--- src/core/secp_pkg.sv ---
// Constants and types of the serial EEPROM command port.
// Assumes a single system clock; every serial pin is sampled by it.
package secp_pkg;
	localparam int unsigned CLK_PERIOD_NS = 8;
	localparam int unsigned PROG_TIME_MS = 10;
	localparam int unsigned NS_PER_MS = 1_000_000;
	// Longest programming time, rounded down to whole clock cycles.
	localparam int unsigned PROG_CYCLES = PROG_TIME_MS * NS_PER_MS / CLK_PERIOD_NS;
	localparam logic [1:0] OPC_EXT = 2'h0;
	localparam logic [1:0] OPC_WRITE = 2'h1;
	localparam logic [1:0] OPC_READ = 2'h2;
	localparam logic [1:0] OPC_ERASE = 2'h3;
	localparam logic [1:0] SUB_LOCK = 2'h0;
	localparam logic [1:0] SUB_FILL = 2'h1;
	localparam logic [1:0] SUB_CLEAR = 2'h2;
	localparam logic [1:0] SUB_UNLOCK = 2'h3;
	localparam logic [4:0] OPC_BITS = 5'h02;
	localparam logic [4:0] ABITS_X8 = 5'h07;
	localparam logic [4:0] ABITS_X16 = 5'h06;
	localparam logic [4:0] DBITS_X8 = 5'h08;
	localparam logic [4:0] DBITS_X16 = 5'h10;
	localparam logic [15:0] ERASED = 16'hFFFF;
	localparam logic [7:0] BYTE_ZERO = 8'h00;
	localparam int unsigned WORDS = 64;
	localparam int unsigned FIFO_WIDTH = 16;
	localparam int unsigned FIFO_DEPTH = 8;
	localparam int unsigned SY_CS = 0;
	localparam int unsigned SY_TICK = 1;
	localparam int unsigned SY_DIN = 2;
	localparam int unsigned SY_ORG = 3;
	localparam int unsigned SY_N = 4;
	typedef enum logic [2:0] {
		S_IDLE = 3'h0,
		S_START = 3'h1,
		S_OPC = 3'h2,
		S_ADDR = 3'h3,
		S_DATA = 3'h4,
		S_READ = 3'h5,
		S_WAIT = 3'h6,
		S_PROG = 3'h7
	} secp_state_t;
	typedef enum logic [1:0] {
		C_WRITE = 2'h0,
		C_ERASE = 2'h1,
		C_CLEAR = 2'h2,
		C_FILL = 2'h3
	} secp_cmd_t;
endpackage : secp_pkg

--- src/core/secp_port.sv ---
// Read-data FIFO and the command port of a 1 Kbit three-wire serial EEPROM.
// Assumes the host pins are asynchronous to clk_sys and much slower than it.

module secp_fifo #(
	parameter int unsigned W = 16,
	parameter int unsigned D = 8
) (
	input wire logic clk_sys,
	input wire logic rst_b,
	input wire logic flush,
	input wire logic in_valid,
	output logic in_ready,
	input wire logic [W-1:0] in_data,
	output logic out_valid,
	input wire logic out_ready,
	output logic [W-1:0] out_data
);
	localparam int unsigned AW = $clog2(D);
	logic [W-1:0] mem [D];
	logic [AW-1:0] wp, rp, next_wp, next_rp;
	logic [AW:0] cnt, next_cnt;
	logic push, pop;
	assign in_ready = cnt != (AW+1)'(D);
	assign out_valid = cnt != '0;
	assign out_data = mem[rp];
	assign push = in_valid && in_ready && !flush;
	assign pop = out_valid && out_ready && !flush;
	always_comb begin
		next_wp = push ? wp + 1'b1 : wp;
		next_rp = pop ? rp + 1'b1 : rp;
		next_cnt = cnt + (AW+1)'(push) - (AW+1)'(pop);
		if (flush) begin
			next_wp = '0;
			next_rp = '0;
			next_cnt = '0;
		end
	end
	always_ff @(posedge clk_sys or negedge rst_b) begin
		if (!rst_b) begin
			wp <= '0;
			rp <= '0;
			cnt <= '0;
		end else begin
			wp <= next_wp;
			rp <= next_rp;
			cnt <= next_cnt;
		end
	end
	always_ff @(posedge clk_sys) begin
		if (push) begin
			mem[wp] <= in_data;
		end
	end
endmodule : secp_fifo

// Summary of operation
// - Select rise, tick low, then start one.
// - Two op-code bits; 00 uses address bits.
// - Seven address bits bytewise, six wordwise.
// - Width select high means words, low bytes.
// - Codes 10 fetch, 01 program, 11 clear.
// - Sub-codes 11 unlock, 00 lock programming.
// - Sub-codes 10 clear all, 01 fill all.
// - Fetch outputs dummy zero, then data MSB-first.
// - Read data output changes only on rising tick.
// - Held select streams following words, no dummy.
// - Read address wraps to zero.
// - Programming cycle is self-timed.
// - Program erases then writes one location.
// - Select must fall before next tick rise.
// - Clear sets location ones on select fall.
// - Clear all sets whole array ones.
// - Busy low, then ready high, data ignored.
// - Power-up leaves programming locked.
// - Unlock holds until lock or power loss.
// - Fetch works whether locked or not.
// - Static inputs; tick may pause anywhere.
// - Fill all does no erase beforehand.
// - Ready stays high until start or deselect.
module secp_port #(
	parameter int unsigned PROG_CYCLES = secp_pkg::PROG_CYCLES
) (
	input wire logic clk_sys,
	input wire logic rst_b,
	input wire logic chip_enable_in,
	input wire logic shift_tick,
	input wire logic serial_in,
	input wire logic width_select,
	output logic serial_out,
	output logic serial_out_oe
);
	logic [secp_pkg::SY_N-1:0] pins, sy_m, sy_s;
	logic cs_d, tk_d, cs_rise, tk_rise;
	secp_pkg::secp_state_t st, next_st;
	secp_pkg::secp_cmd_t cmd, next_cmd;
	logic [4:0] cnt, next_cnt, left, next_left, abits, dbits;
	logic [1:0] opc, next_opc, lead;
	logic [6:0] addr, next_addr, ptr, next_ptr, sh_addr;
	logic [15:0] dat, next_dat, sh, next_sh, al, rd_word, f_in, f_data;
	logic locked, next_locked, rdy, next_rdy, wide, next_wide;
	logic next_out, next_oe, pop, commit, f_ready, f_valid;
	logic [31:0] pcnt, next_pcnt;
	logic [15:0] mem [secp_pkg::WORDS];

	function automatic logic [5:0] word_idx(input logic [6:0] a, input logic w);
		word_idx = w ? a[5:0] : a[6:1];
	endfunction : word_idx

	// Each host pin passes two flip-flops before any logic reads it.
	assign pins = {width_select, serial_in, shift_tick, chip_enable_in};
	genvar gi;
	generate
		for (gi = 0; gi < secp_pkg::SY_N; gi++) begin : g_sync
			always_ff @(posedge clk_sys or negedge rst_b) begin
				if (!rst_b) begin
					sy_m[gi] <= 1'b0;
					sy_s[gi] <= 1'b0;
				end else begin
					sy_m[gi] <= pins[gi];
					sy_s[gi] <= sy_m[gi];
				end
			end
		end
	endgenerate
	always_ff @(posedge clk_sys or negedge rst_b) begin
		if (!rst_b) begin
			cs_d <= 1'b0;
			tk_d <= 1'b0;
		end else begin
			cs_d <= sy_s[secp_pkg::SY_CS];
			tk_d <= sy_s[secp_pkg::SY_TICK];
		end
	end
	assign cs_rise = sy_s[secp_pkg::SY_CS] && !cs_d;
	assign tk_rise = sy_s[secp_pkg::SY_TICK] && !tk_d;

	assign abits = wide ? secp_pkg::ABITS_X16 : secp_pkg::ABITS_X8;
	assign dbits = wide ? secp_pkg::DBITS_X16 : secp_pkg::DBITS_X8;
	assign sh_addr = {addr[5:0], sy_s[secp_pkg::SY_DIN]};
	assign lead = wide ? sh_addr[5:4] : sh_addr[6:5];
	assign rd_word = mem[word_idx(ptr, wide)];
	assign f_in = wide ? rd_word : {secp_pkg::BYTE_ZERO, ptr[0] ? rd_word[7:0] : rd_word[15:8]};
	assign al = wide ? f_data : {f_data[7:0], secp_pkg::BYTE_ZERO};

	secp_fifo #(.W(secp_pkg::FIFO_WIDTH), .D(secp_pkg::FIFO_DEPTH)) u_fifo (
		.clk_sys(clk_sys),
		.rst_b(rst_b),
		.flush(st != secp_pkg::S_READ),
		.in_valid(st == secp_pkg::S_READ),
		.in_ready(f_ready),
		.in_data(f_in),
		.out_valid(f_valid),
		.out_ready(pop),
		.out_data(f_data)
	);

	always_comb begin
		next_st = st;
		next_cmd = cmd;
		next_cnt = cnt;
		next_opc = opc;
		next_addr = addr;
		next_dat = dat;
		next_locked = locked;
		next_rdy = rdy;
		next_wide = wide;
		next_pcnt = pcnt;
		next_out = serial_out;
		next_oe = serial_out_oe;
		next_sh = sh;
		next_left = left;
		next_ptr = ptr;
		pop = 1'b0;
		commit = 1'b0;
		unique case (st)
			secp_pkg::S_IDLE: begin
				if (cs_rise && !sy_s[secp_pkg::SY_TICK]) begin
					next_st = secp_pkg::S_START;
					next_wide = sy_s[secp_pkg::SY_ORG];
				end
			end
			secp_pkg::S_START: begin
				if (tk_rise && sy_s[secp_pkg::SY_DIN]) begin
					next_st = secp_pkg::S_OPC;
					next_cnt = '0;
					next_rdy = 1'b0;
					next_oe = 1'b0;
				end
			end
			secp_pkg::S_OPC: begin
				if (tk_rise) begin
					next_opc = {opc[0], sy_s[secp_pkg::SY_DIN]};
					next_cnt = cnt + 5'h01;
					if (cnt == secp_pkg::OPC_BITS - 5'h01) begin
						next_st = secp_pkg::S_ADDR;
						next_cnt = '0;
					end
				end
			end
			secp_pkg::S_ADDR: begin
				if (tk_rise) begin
					next_addr = sh_addr;
					next_cnt = cnt + 5'h01;
					if (cnt == abits - 5'h01) begin
						next_cnt = '0;
						next_st = secp_pkg::S_WAIT;
						unique case (opc)
							secp_pkg::OPC_READ: begin
								next_st = secp_pkg::S_READ;
								next_ptr = wide ? {1'b0, sh_addr[5:0]} : sh_addr;
								next_out = 1'b0;
								next_oe = 1'b1;
								next_left = '0;
							end
							secp_pkg::OPC_WRITE: begin
								next_cmd = secp_pkg::C_WRITE;
								next_st = secp_pkg::S_DATA;
							end
							secp_pkg::OPC_ERASE: begin
								next_cmd = secp_pkg::C_ERASE;
							end
							secp_pkg::OPC_EXT: begin
								unique case (lead)
									secp_pkg::SUB_UNLOCK: begin
										next_locked = 1'b0;
										next_st = secp_pkg::S_IDLE;
									end
									secp_pkg::SUB_LOCK: begin
										next_locked = 1'b1;
										next_st = secp_pkg::S_IDLE;
									end
									secp_pkg::SUB_CLEAR: begin
										next_cmd = secp_pkg::C_CLEAR;
									end
									secp_pkg::SUB_FILL: begin
										next_cmd = secp_pkg::C_FILL;
										next_st = secp_pkg::S_DATA;
									end
								endcase
							end
						endcase
					end
				end
			end
			secp_pkg::S_DATA: begin
				if (tk_rise) begin
					next_dat = {dat[14:0], sy_s[secp_pkg::SY_DIN]};
					next_cnt = cnt + 5'h01;
					if (cnt == dbits - 5'h01) begin
						next_st = secp_pkg::S_WAIT;
					end
				end
			end
			secp_pkg::S_WAIT: begin
				// A further tick rise before deselect cancels the instruction.
				if (tk_rise) begin
					next_st = secp_pkg::S_IDLE;
				end
			end
			secp_pkg::S_READ: begin
				if (f_ready) begin
					next_ptr = wide ? {1'b0, ptr[5:0] + 6'h01} : ptr + 7'h01;
				end
				if (tk_rise) begin
					if (left == '0) begin
						if (f_valid) begin
							pop = 1'b1;
							next_out = al[15];
							next_sh = {al[14:0], 1'b0};
							next_left = dbits - 5'h01;
						end
					end else begin
						next_out = sh[15];
						next_sh = {sh[14:0], 1'b0};
						next_left = left - 5'h01;
					end
				end
			end
			secp_pkg::S_PROG: begin
				// Runs on clk_sys alone, whatever the tick and data pins do.
				next_pcnt = pcnt + 32'h1;
				next_out = 1'b0;
				next_oe = sy_s[secp_pkg::SY_CS];
				if (pcnt == PROG_CYCLES - 1) begin
					commit = 1'b1;
					next_out = 1'b1;
					next_rdy = sy_s[secp_pkg::SY_CS];
					next_st = sy_s[secp_pkg::SY_CS] ? secp_pkg::S_START : secp_pkg::S_IDLE;
				end
			end
		endcase
		if (!sy_s[secp_pkg::SY_CS] && st != secp_pkg::S_PROG) begin
			next_oe = 1'b0;
			next_rdy = 1'b0;
			next_st = secp_pkg::S_IDLE;
			if (st == secp_pkg::S_WAIT && !locked) begin
				next_st = secp_pkg::S_PROG;
				next_pcnt = '0;
			end
		end
	end

	always_ff @(posedge clk_sys or negedge rst_b) begin
		if (!rst_b) begin
			st <= secp_pkg::S_IDLE;
			cmd <= secp_pkg::C_WRITE;
			cnt <= '0;
			opc <= '0;
			addr <= '0;
			dat <= '0;
			locked <= 1'b1;
			rdy <= 1'b0;
			wide <= 1'b0;
			pcnt <= '0;
			serial_out <= 1'b0;
			serial_out_oe <= 1'b0;
			sh <= '0;
			left <= '0;
			ptr <= '0;
		end else begin
			st <= next_st;
			cmd <= next_cmd;
			cnt <= next_cnt;
			opc <= next_opc;
			addr <= next_addr;
			dat <= next_dat;
			locked <= next_locked;
			rdy <= next_rdy;
			wide <= next_wide;
			pcnt <= next_pcnt;
			serial_out <= next_out;
			serial_out_oe <= next_oe;
			sh <= next_sh;
			left <= next_left;
			ptr <= next_ptr;
		end
	end

	// The array starts erased; a byte write touches only its own lane.
	always_ff @(posedge clk_sys or negedge rst_b) begin
		if (!rst_b) begin
			for (int i = 0; i < secp_pkg::WORDS; i++) begin
				mem[i] <= secp_pkg::ERASED;
			end
		end else if (commit) begin
			unique case (cmd)
				secp_pkg::C_WRITE: begin
					if (wide) begin
						mem[word_idx(addr, wide)] <= dat;
					end else if (addr[0]) begin
						mem[word_idx(addr, wide)][7:0] <= dat[7:0];
					end else begin
						mem[word_idx(addr, wide)][15:8] <= dat[7:0];
					end
				end
				secp_pkg::C_ERASE: begin
					if (wide) begin
						mem[word_idx(addr, wide)] <= secp_pkg::ERASED;
					end else if (addr[0]) begin
						mem[word_idx(addr, wide)][7:0] <= secp_pkg::ERASED[7:0];
					end else begin
						mem[word_idx(addr, wide)][15:8] <= secp_pkg::ERASED[7:0];
					end
				end
				secp_pkg::C_CLEAR: begin
					for (int i = 0; i < secp_pkg::WORDS; i++) begin
						mem[i] <= secp_pkg::ERASED;
					end
				end
				secp_pkg::C_FILL: begin
					for (int i = 0; i < secp_pkg::WORDS; i++) begin
						mem[i] <= mem[i] & (wide ? dat : {dat[7:0], dat[7:0]});
					end
				end
			endcase
		end
	end

	a_start_bit: assert property (@(posedge clk_sys) disable iff (!rst_b)
		(st == secp_pkg::S_START && sy_s[secp_pkg::SY_CS] && tk_rise && !sy_s[secp_pkg::SY_DIN])
		|=> st == secp_pkg::S_START) else $error("start left without a one bit");
	a_dummy_zero: assert property (@(posedge clk_sys) disable iff (!rst_b)
		(st == secp_pkg::S_ADDR && next_st == secp_pkg::S_READ) |=> (!serial_out && serial_out_oe))
		else $error("no dummy zero before read data");
	a_out_on_tick: assert property (@(posedge clk_sys) disable iff (!rst_b)
		(st == secp_pkg::S_READ && $past(st == secp_pkg::S_READ) && $changed(serial_out)) |-> $past(tk_rise))
		else $error("read data changed without a tick rise");
	a_addr_wrap: assert property (@(posedge clk_sys) disable iff (!rst_b)
		(st == secp_pkg::S_READ && f_ready && ptr == (wide ? 7'h3F : 7'h7F)) |=> ptr == 7'h00)
		else $error("read address did not wrap");
	a_prog_timed: assert property (@(posedge clk_sys) disable iff (!rst_b)
		$rose(st == secp_pkg::S_PROG) |-> (st == secp_pkg::S_PROG)[*8])
		else $error("programming cycle ended early");
	a_busy_low: assert property (@(posedge clk_sys) disable iff (!rst_b)
		(st == secp_pkg::S_PROG && $past(st == secp_pkg::S_PROG) && sy_s[secp_pkg::SY_CS] && commit == 1'b0)
		|=> (!serial_out && serial_out_oe)) else $error("busy not shown during programming");
	a_ready_high: assert property (@(posedge clk_sys) disable iff (!rst_b)
		(commit && sy_s[secp_pkg::SY_CS]) |=> (serial_out && serial_out_oe)[*2] or
		(serial_out && serial_out_oe ##1 !sy_s[secp_pkg::SY_CS]))
		else $error("ready not held high");
	a_locked_guard: assert property (@(posedge clk_sys) disable iff (!rst_b)
		(st == secp_pkg::S_WAIT && locked) |=> st != secp_pkg::S_PROG)
		else $error("locked device started programming");
	a_oe_release: assert property (@(posedge clk_sys) disable iff (!rst_b)
		(!sy_s[secp_pkg::SY_CS] && st != secp_pkg::S_PROG) |=> !serial_out_oe)
		else $error("output driven while deselected");
	c_read: cover property (@(posedge clk_sys) disable iff (!rst_b) pop);
	c_program: cover property (@(posedge clk_sys) disable iff (!rst_b) commit && cmd == secp_pkg::C_WRITE);
	c_clear_all: cover property (@(posedge clk_sys) disable iff (!rst_b) commit && cmd == secp_pkg::C_CLEAR);
	c_unlock: cover property (@(posedge clk_sys) disable iff (!rst_b) $fell(locked));
endmodule : secp_port

--- config.mk ---
export PLATFORM = sky130hd
export DESIGN_NAME = secp_port
export DESIGN_NICKNAME = d
export VERILOG_FILES = /design/src/core/secp_pkg.sv /design/src/core/secp_port.sv
export SDC_FILE = /design/constraint.sdc
export NUM_CORES = 2
export LEC_CHECK = 0
export ABC_AREA = 0
export BUFFER_PORTS_ARGS = -buffer_cell sky130_fd_sc_hd__buf_4
export CAP_MARGIN = 25
export CELL_PAD_IN_SITES_DETAIL_PLACEMENT = 1
export CELL_PAD_IN_SITES_GLOBAL_PLACEMENT = 2
export CORE_UTILIZATION = 44
export CTS_BUF_LIST = sky130_fd_sc_hd__clkbuf_8
export DETAILED_ROUTE_END_ITERATION = 10
export PLACE_DENSITY_LB_ADDON = 0.1
export SYNTH_ARGS = -nofsm -noshare
export SYNTH_HDL_FRONTEND = slang
export SYNTH_HIERARCHICAL = 1
export SYNTH_SLANG_ARGS = --single-unit
--- constraint.sdc ---
create_clock -name clk_sys -period 4.74 [get_ports clk_sys]
set_input_delay 0.948 -clock clk_sys [delete_from_list [all_inputs] [get_ports clk_sys]]
set_output_delay 0.948 -clock clk_sys [all_outputs]
set_load 0.02 [all_outputs]
# ---- Word-level counts from Yosys, hierarchy flattened
# Memories as Yosys holds them, arrays and structs flattened.
# Cells that the tools add are included.
dict set report totals {
  register_bits 1143
  ramBits 128
  output_inout_bits 2
  word_cells 363
  memories 1
}
dict set report classes {
  add_sub_neg 11
  order_cmp 3
  eq_ne 45
  mux 99
  n_bitwise 67
  n_reduce_logical 46
}
# memory depth width rd rd_clocked_by_memory_dff write_ports line_no
set memory_table {}
lappend memory_table {u_fifo.mem 8 16 1 0 1 secp_port.sv:19} ;# logic [W-1:0] mem [D];
# cell count
set op_table {}
lappend op_table {{$bwmux W1024} 5}
lappend op_table {{$mux W1024} 4}
lappend op_table {{$pmux W1024 S4} 1}
lappend op_table {{$and A16 B16 Y16} 64}
lappend op_table {{$or A1024 B1024 Y1024} 1}
lappend op_table {{$demux W16 S6} 3}
lappend op_table {{$mux W16} 9}
lappend op_table {{$bmux W16 S6} 1}
lappend op_table {{$mux W32} 3}
lappend op_table {{$mux W5} 13}
lappend op_table {{$mux W3} 16}
lappend op_table {{$mux W7} 6}
lappend op_table {{$ne A3 B3 Y1 const B} 13}
lappend op_table {{$add A32 B1 Y32 const B} 1}
lappend op_table {{$eq A32 B21 Y1 const B} 1}
lappend op_table {{$reduce_and A5 Y1} 5}
lappend op_table {{$mux W1} 21}
lappend op_table {{$pmux W3 S7} 1}
lappend op_table {{$pmux W5 S4} 1}
lappend op_table {{$mux W8} 2}
lappend op_table {{$ge A7 B7 Y1 const B} 2}
lappend op_table {{$ne A2 B2 Y1 const B} 7}
lappend op_table {{$not A6 Y7} 2}
lappend op_table {{$pmux W7 S2} 1}
lappend op_table {{44 further kinds} 88}

# ---- Logic depth before layout (Yosys ltp)
dict set report logic_depth {
  word_depth 10
  depth_mapped 15
  depth_no_buf 14
}

# ---- By module
# The synthesis kept the hierarchy.
# mod instances cells_per_inst area_per_inst_um2
set by_module_without_submodules {}
lappend by_module_without_submodules {secp_port 1 6960 63490.9}
lappend by_module_without_submodules {secp_fifo 1 263 5567.8}

# ---- Least setup slack after synthesis
# Ideal clock, no wire load.
dict set report synth_path {
  path_kind {reg2reg}
  start {register st[1]}
  end {memory u_fifo.mem[0][0], enable pin}
  setup_time_ns 0.409
  t_arrival_ns 3.060
  required_time_ns 4.331
  path_slack_ns 1.271
  path_stages_with_launch 8
  synth_period_minus_slack_ns 3.469
  path_cell_list {dfrtp_1 -> clkinv_1 -> nand3_1 -> inv_1 -> clkbuf_1 -> inv_1 -> or4_1 -> nor3_1}
}
dict set report synth_between {
  elab_chain_len 5
}
# element line_no
set synth_lines {}
lappend synth_lines {{from (decl)} secp_port.sv:94} ;# secp_pkg::secp_state_t st, next_st;
lappend synth_lines {{from (signal assigned)} secp_port.sv:305} ;# st <= secp_pkg::S_IDLE;
lappend synth_lines {{from (signal assigned)} secp_port.sv:321} ;# st <= next_st;
lappend synth_lines {{$eq A3 B3 Y1 or $ne A3 B3 Y1 (tied branches)} {secp_port.sv:149, secp_port.sv:148}}
lappend synth_lines {{$logic_and A1 B1 Y1 or $logic_not A1 Y1 (tied branches)} secp_port.sv:26} ;# assign push = in_valid && in_ready && !flush;
lappend synth_lines {{$logic_and A1 B1 Y1 *} secp_port.sv:26}
lappend synth_lines {{$mux W1 *} secp_port.sv:50} ;# if (push) begin
lappend synth_lines {{$mux W1 (implied by the code) *} secp_port.sv:51} ;# mem[wp] <= in_data;
lappend synth_lines {{to (decl)} secp_port.sv:19}
# Every way passes the cells marked *; elsewhere a longest branch is shown, timed or not.

# ---- Worst setup path after layout
dict set report layout_path {
  start {register wide}
  end {memory u_fifo.mem[5][0] (data pin)}
}
dict set report layout_between {
  elab_chain_len 7
}
# element line_no
set layout_lines {}
lappend layout_lines {{from (decl)} secp_port.sv:100} ;# logic locked, next_locked, rdy, next_rdy, wide, next_wide;
lappend layout_lines {{from (signal assigned)} secp_port.sv:329} ;# wide <= next_wide;
lappend layout_lines {{$mux W6} secp_port.sv:106} ;# word_idx = w ? a[5:0] : a[6:1];
lappend layout_lines {{$not A6 Y7 (implied by the code)} secp_port.sv:141} ;# assign rd_word = mem[word_idx(ptr, wide)];
lappend layout_lines {{$bmux W16 S6} secp_port.sv:141}
lappend layout_lines {{$mux W16 (implied by the code) (2 in a row)} secp_port.sv:141}
lappend layout_lines {{$mux W8} secp_port.sv:142} ;# assign f_in = wide ? rd_word : {secp_pkg::BYTE_ZERO, ptr[0] ? rd_word[7:0] : rd_word[15:8]};
lappend layout_lines {{$mux W16 *} secp_port.sv:142}
lappend layout_lines {{via f_in[0]} secp_port.sv:99} ;# logic [15:0] dat, next_dat, sh, next_sh, al, rd_word, f_in, f_data;
# Mark *: on every way through the listed nets, which the timed path passes. The rest lies on a longest branch. The select of a mux whose other input is x is not followed.

==> run metrics <==
status finished, final reports clean; VDD IR max 421 uV; vias in the first global route approximately 68k; post-synth cell types 97; Async SR Flop Fraction 0.899; Leak 26.8 nW; Syn Inst Count 7223; switch share 0.401; CTS Buf Count 229; sequential power share 0.352; power density over cell area 422 mW/mm2; placed instance area around 0.073 mm2; placed cell count slightly above 9k; critical path, cell by cell mux2_8 > buf_12 > mux4_2 > a22oi_1 > nand3_1 > nor4_2 > a22oi_1; port bufs 7; P_sw 13.2 mW; Post-Syn Area 0.0691 mm2; Detail Route Antenna Nets 0; largest stage delay on the critical path approximately 800 ps; Int Power ~20 mW; Worst Tran Pin Value around 1200 ps; die height ~400 um; Yosys warning count 6; Post-synth EDFFs 128; final instance area between 0.07 and 0.08 mm2; top_reg_cell synth dfstp_2; routability congestion estimate from global placement 1.03; Core Region 0.156 mm2; remaining global-route overflow 0; critical path launch point type register; critical path data arrival time around 5200 ps; Yosys top cell by area dfstp_2; register area share after synthesis 0.488; met3 wire len 49.0 mm; Fill cells 17.4k; Relative slew margins 0.218; RSZ-0062 raised after global routing false; initial antenna violation count 32; CP Max Fanout 34; Total GRT Usage 0.465; Area Growth Syn to Fin 12.9%; Fmax 0.218 GHz; row count 145; # hold bufs at CTS 0; Top Metal Used met5; Req. time, crit path 5340 ps; DRC 0; register clock-pin slew on the reported worst setup and hold paths 60 ps; critical path's most frequent cell a22oi_1; worst hold slack 52.1 ps; Die X 398 um; Clk Latency, worst-skew pair 1010 ps; Mapped Nets about 7.3k; flops & latches, synth between 1k and 1.5k; Slowest-stage cell, CP nor4_2; area of the die 0.159 mm2; CTS root buf clkbuf_8; postcts setup bufs 0; clk_skew ~67 ps; Setup CP Type register to register; Synth top cells by count o21ai_0, dfstp_2, a21oi_1, nand2_1, clkbuf_1; DR WL/cell slightly below 40 um; critical path endpoint category register; largest net degree at the start of global routing 111; DP HPWL 250 mm; metal1 wirelength 141 mm; Resize count post-CTS 0; Ports 8; via count about 70k; final WL 374 mm; Final Cycle Share 0.970; Fin. Hold Viols 0; count leader, synth o21ai_0; 1st-pass router iterations 8; Via density 7.20; CTS H-tree depth 4; Area contributors post-synth dfstp_2, o21ai_0, a21oi_1; Iter 0 DRT Violations 9356; Longest Clk Path Bufs 3; fin nets 7306; first-pass GRT wire length 524 mm; setup_tns 0 ps; Initial Util 0.443; utilization after layout 0.500; Synth top area share 0.390; Avg Inst Size Synth 9.56 um2; Slew Viols, Final 0; Max-Cap Viols 0; Hold Path Class input pin to asynchronous set/reset pin; Layout Cells excl Fill between 9k and 10k; CTS sink count 1270; Setup violations, final 0; CTS tree built; combinational share of power 0.326; min Tclk post-route roughly 4600 ps; routed wl met2 155 mm; share of layout cells above drive strength 1 0.292; Clock power frac 0.322
-- power by group through the flow --
stage	Sequential, mW	Clock, mW	Combinational, mW
2_1_floorplan	11.5	0	5.67
4_1_cts	11.6	10.6	10.2
3_3_place_gp	11.7	0	10.0
5_1_grt	11.6	11.0	10.7
3_5_place_dp	11.7	0	10.2
6_report	11.6	10.6	10.7
-- cell usage in the layout, fill, tap and decap left out, types with 18 or more instances in the layout --
cell type	count
nand2_1	486
mux2i_1	98
mux4_2	205
or3_1	18
clkbuf_8	278
nor3_1	40
a31oi_1	70
a21o_1	29
edfxtp_1	128
inv_1	138
o21a_1	18
nand3_1	63
ha_1	24
o22ai_1	69
nand2b_1	18
mux4_1	26
mux2_2	56
buf_4	409
o21ai_0	1847
buf_12	42
a21oi_1	1012
nor2_1	412
a22oi_1	58
o211ai_1	159
dfstp_2	1025
a211oi_1	28
o221ai_1	54
o21ai_1	143
dfrtp_1	113
-- layer usage --
layer,global-route usage,up-vias
met1,0.599,35234
li1,-,26985
met3,0.168,1301
met2,0.655,4983
met4,0.307,28
met5,0.00182,-
-- logic make-up (layout without fill, tap and decap cells) --
family	after synthesis	in the layout	share of synthesized area
other	0	12	0
flip-flops	1270	1270	0.488
buffers and inverters	689	917	0.0428
XOR/XNOR	29	29	0.00368
AO/OA/AOI/OAI	3597	3597	0.282
AND/OR/NAND/NOR	1222	1222	0.0778
multiplexers	391	391	0.101
adder cells (fa/ha/maj)	25	25	0.00464
-- critical path: cells and delay by family (launching register included) --
kind / cells / cell delay [ps]
multiplexers: 2 / 1190
AND/OR/NAND/NOR: 2 / 1190
AO/OA/AOI/OAI: 2 / 690
buffers and inverters: 1 / 260
flip-flops: 1 / 770
-- metrics by stage --
step	setup slack, ps	total power [mW]
2_1_floorplan	1270	17.2
4_1_cts	209	32.4
6_report	143	32.9
3_5_place_dp	229	21.9
3_3_place_gp	-38.3	21.7
5_1_grt	105	33.4
-- final timing paths --
| check | cells after the start | startpoint | end | slack (ps) |
|---|---|---|---|---|
| min | 1 | rst_b | pcnt[28] | 50 |
| max reg2reg | 7 | wide | u_fifo/mem[5][0] | 140 |
| max | 7 | wide | u_fifo/mem[5][0] | 140 |
| min in group clk_sys | 1 | chip_enable_in | sy_m[0] | 80 |
| min reg2reg | 0 | sy_m[1] | sy_s[1] | 360 |
| max in group asynchronous | 2 | rst_b | asynchronous set/reset pin | 3380 |
-- cell type report --
class                   count  area, um2  area share
flip-flops and latches   1270      33700       0.432
inverters                  45        169     0.00217
well taps                2058       2570      0.0330
clock inverters           129        663     0.00851
diodes                     12       30.0    0.000385
clock buffers             278       3830      0.0491
repair buffers            465       4090      0.0525
multi-input cells        5264      32900       0.422
Power figures use the tool's default switching activity.
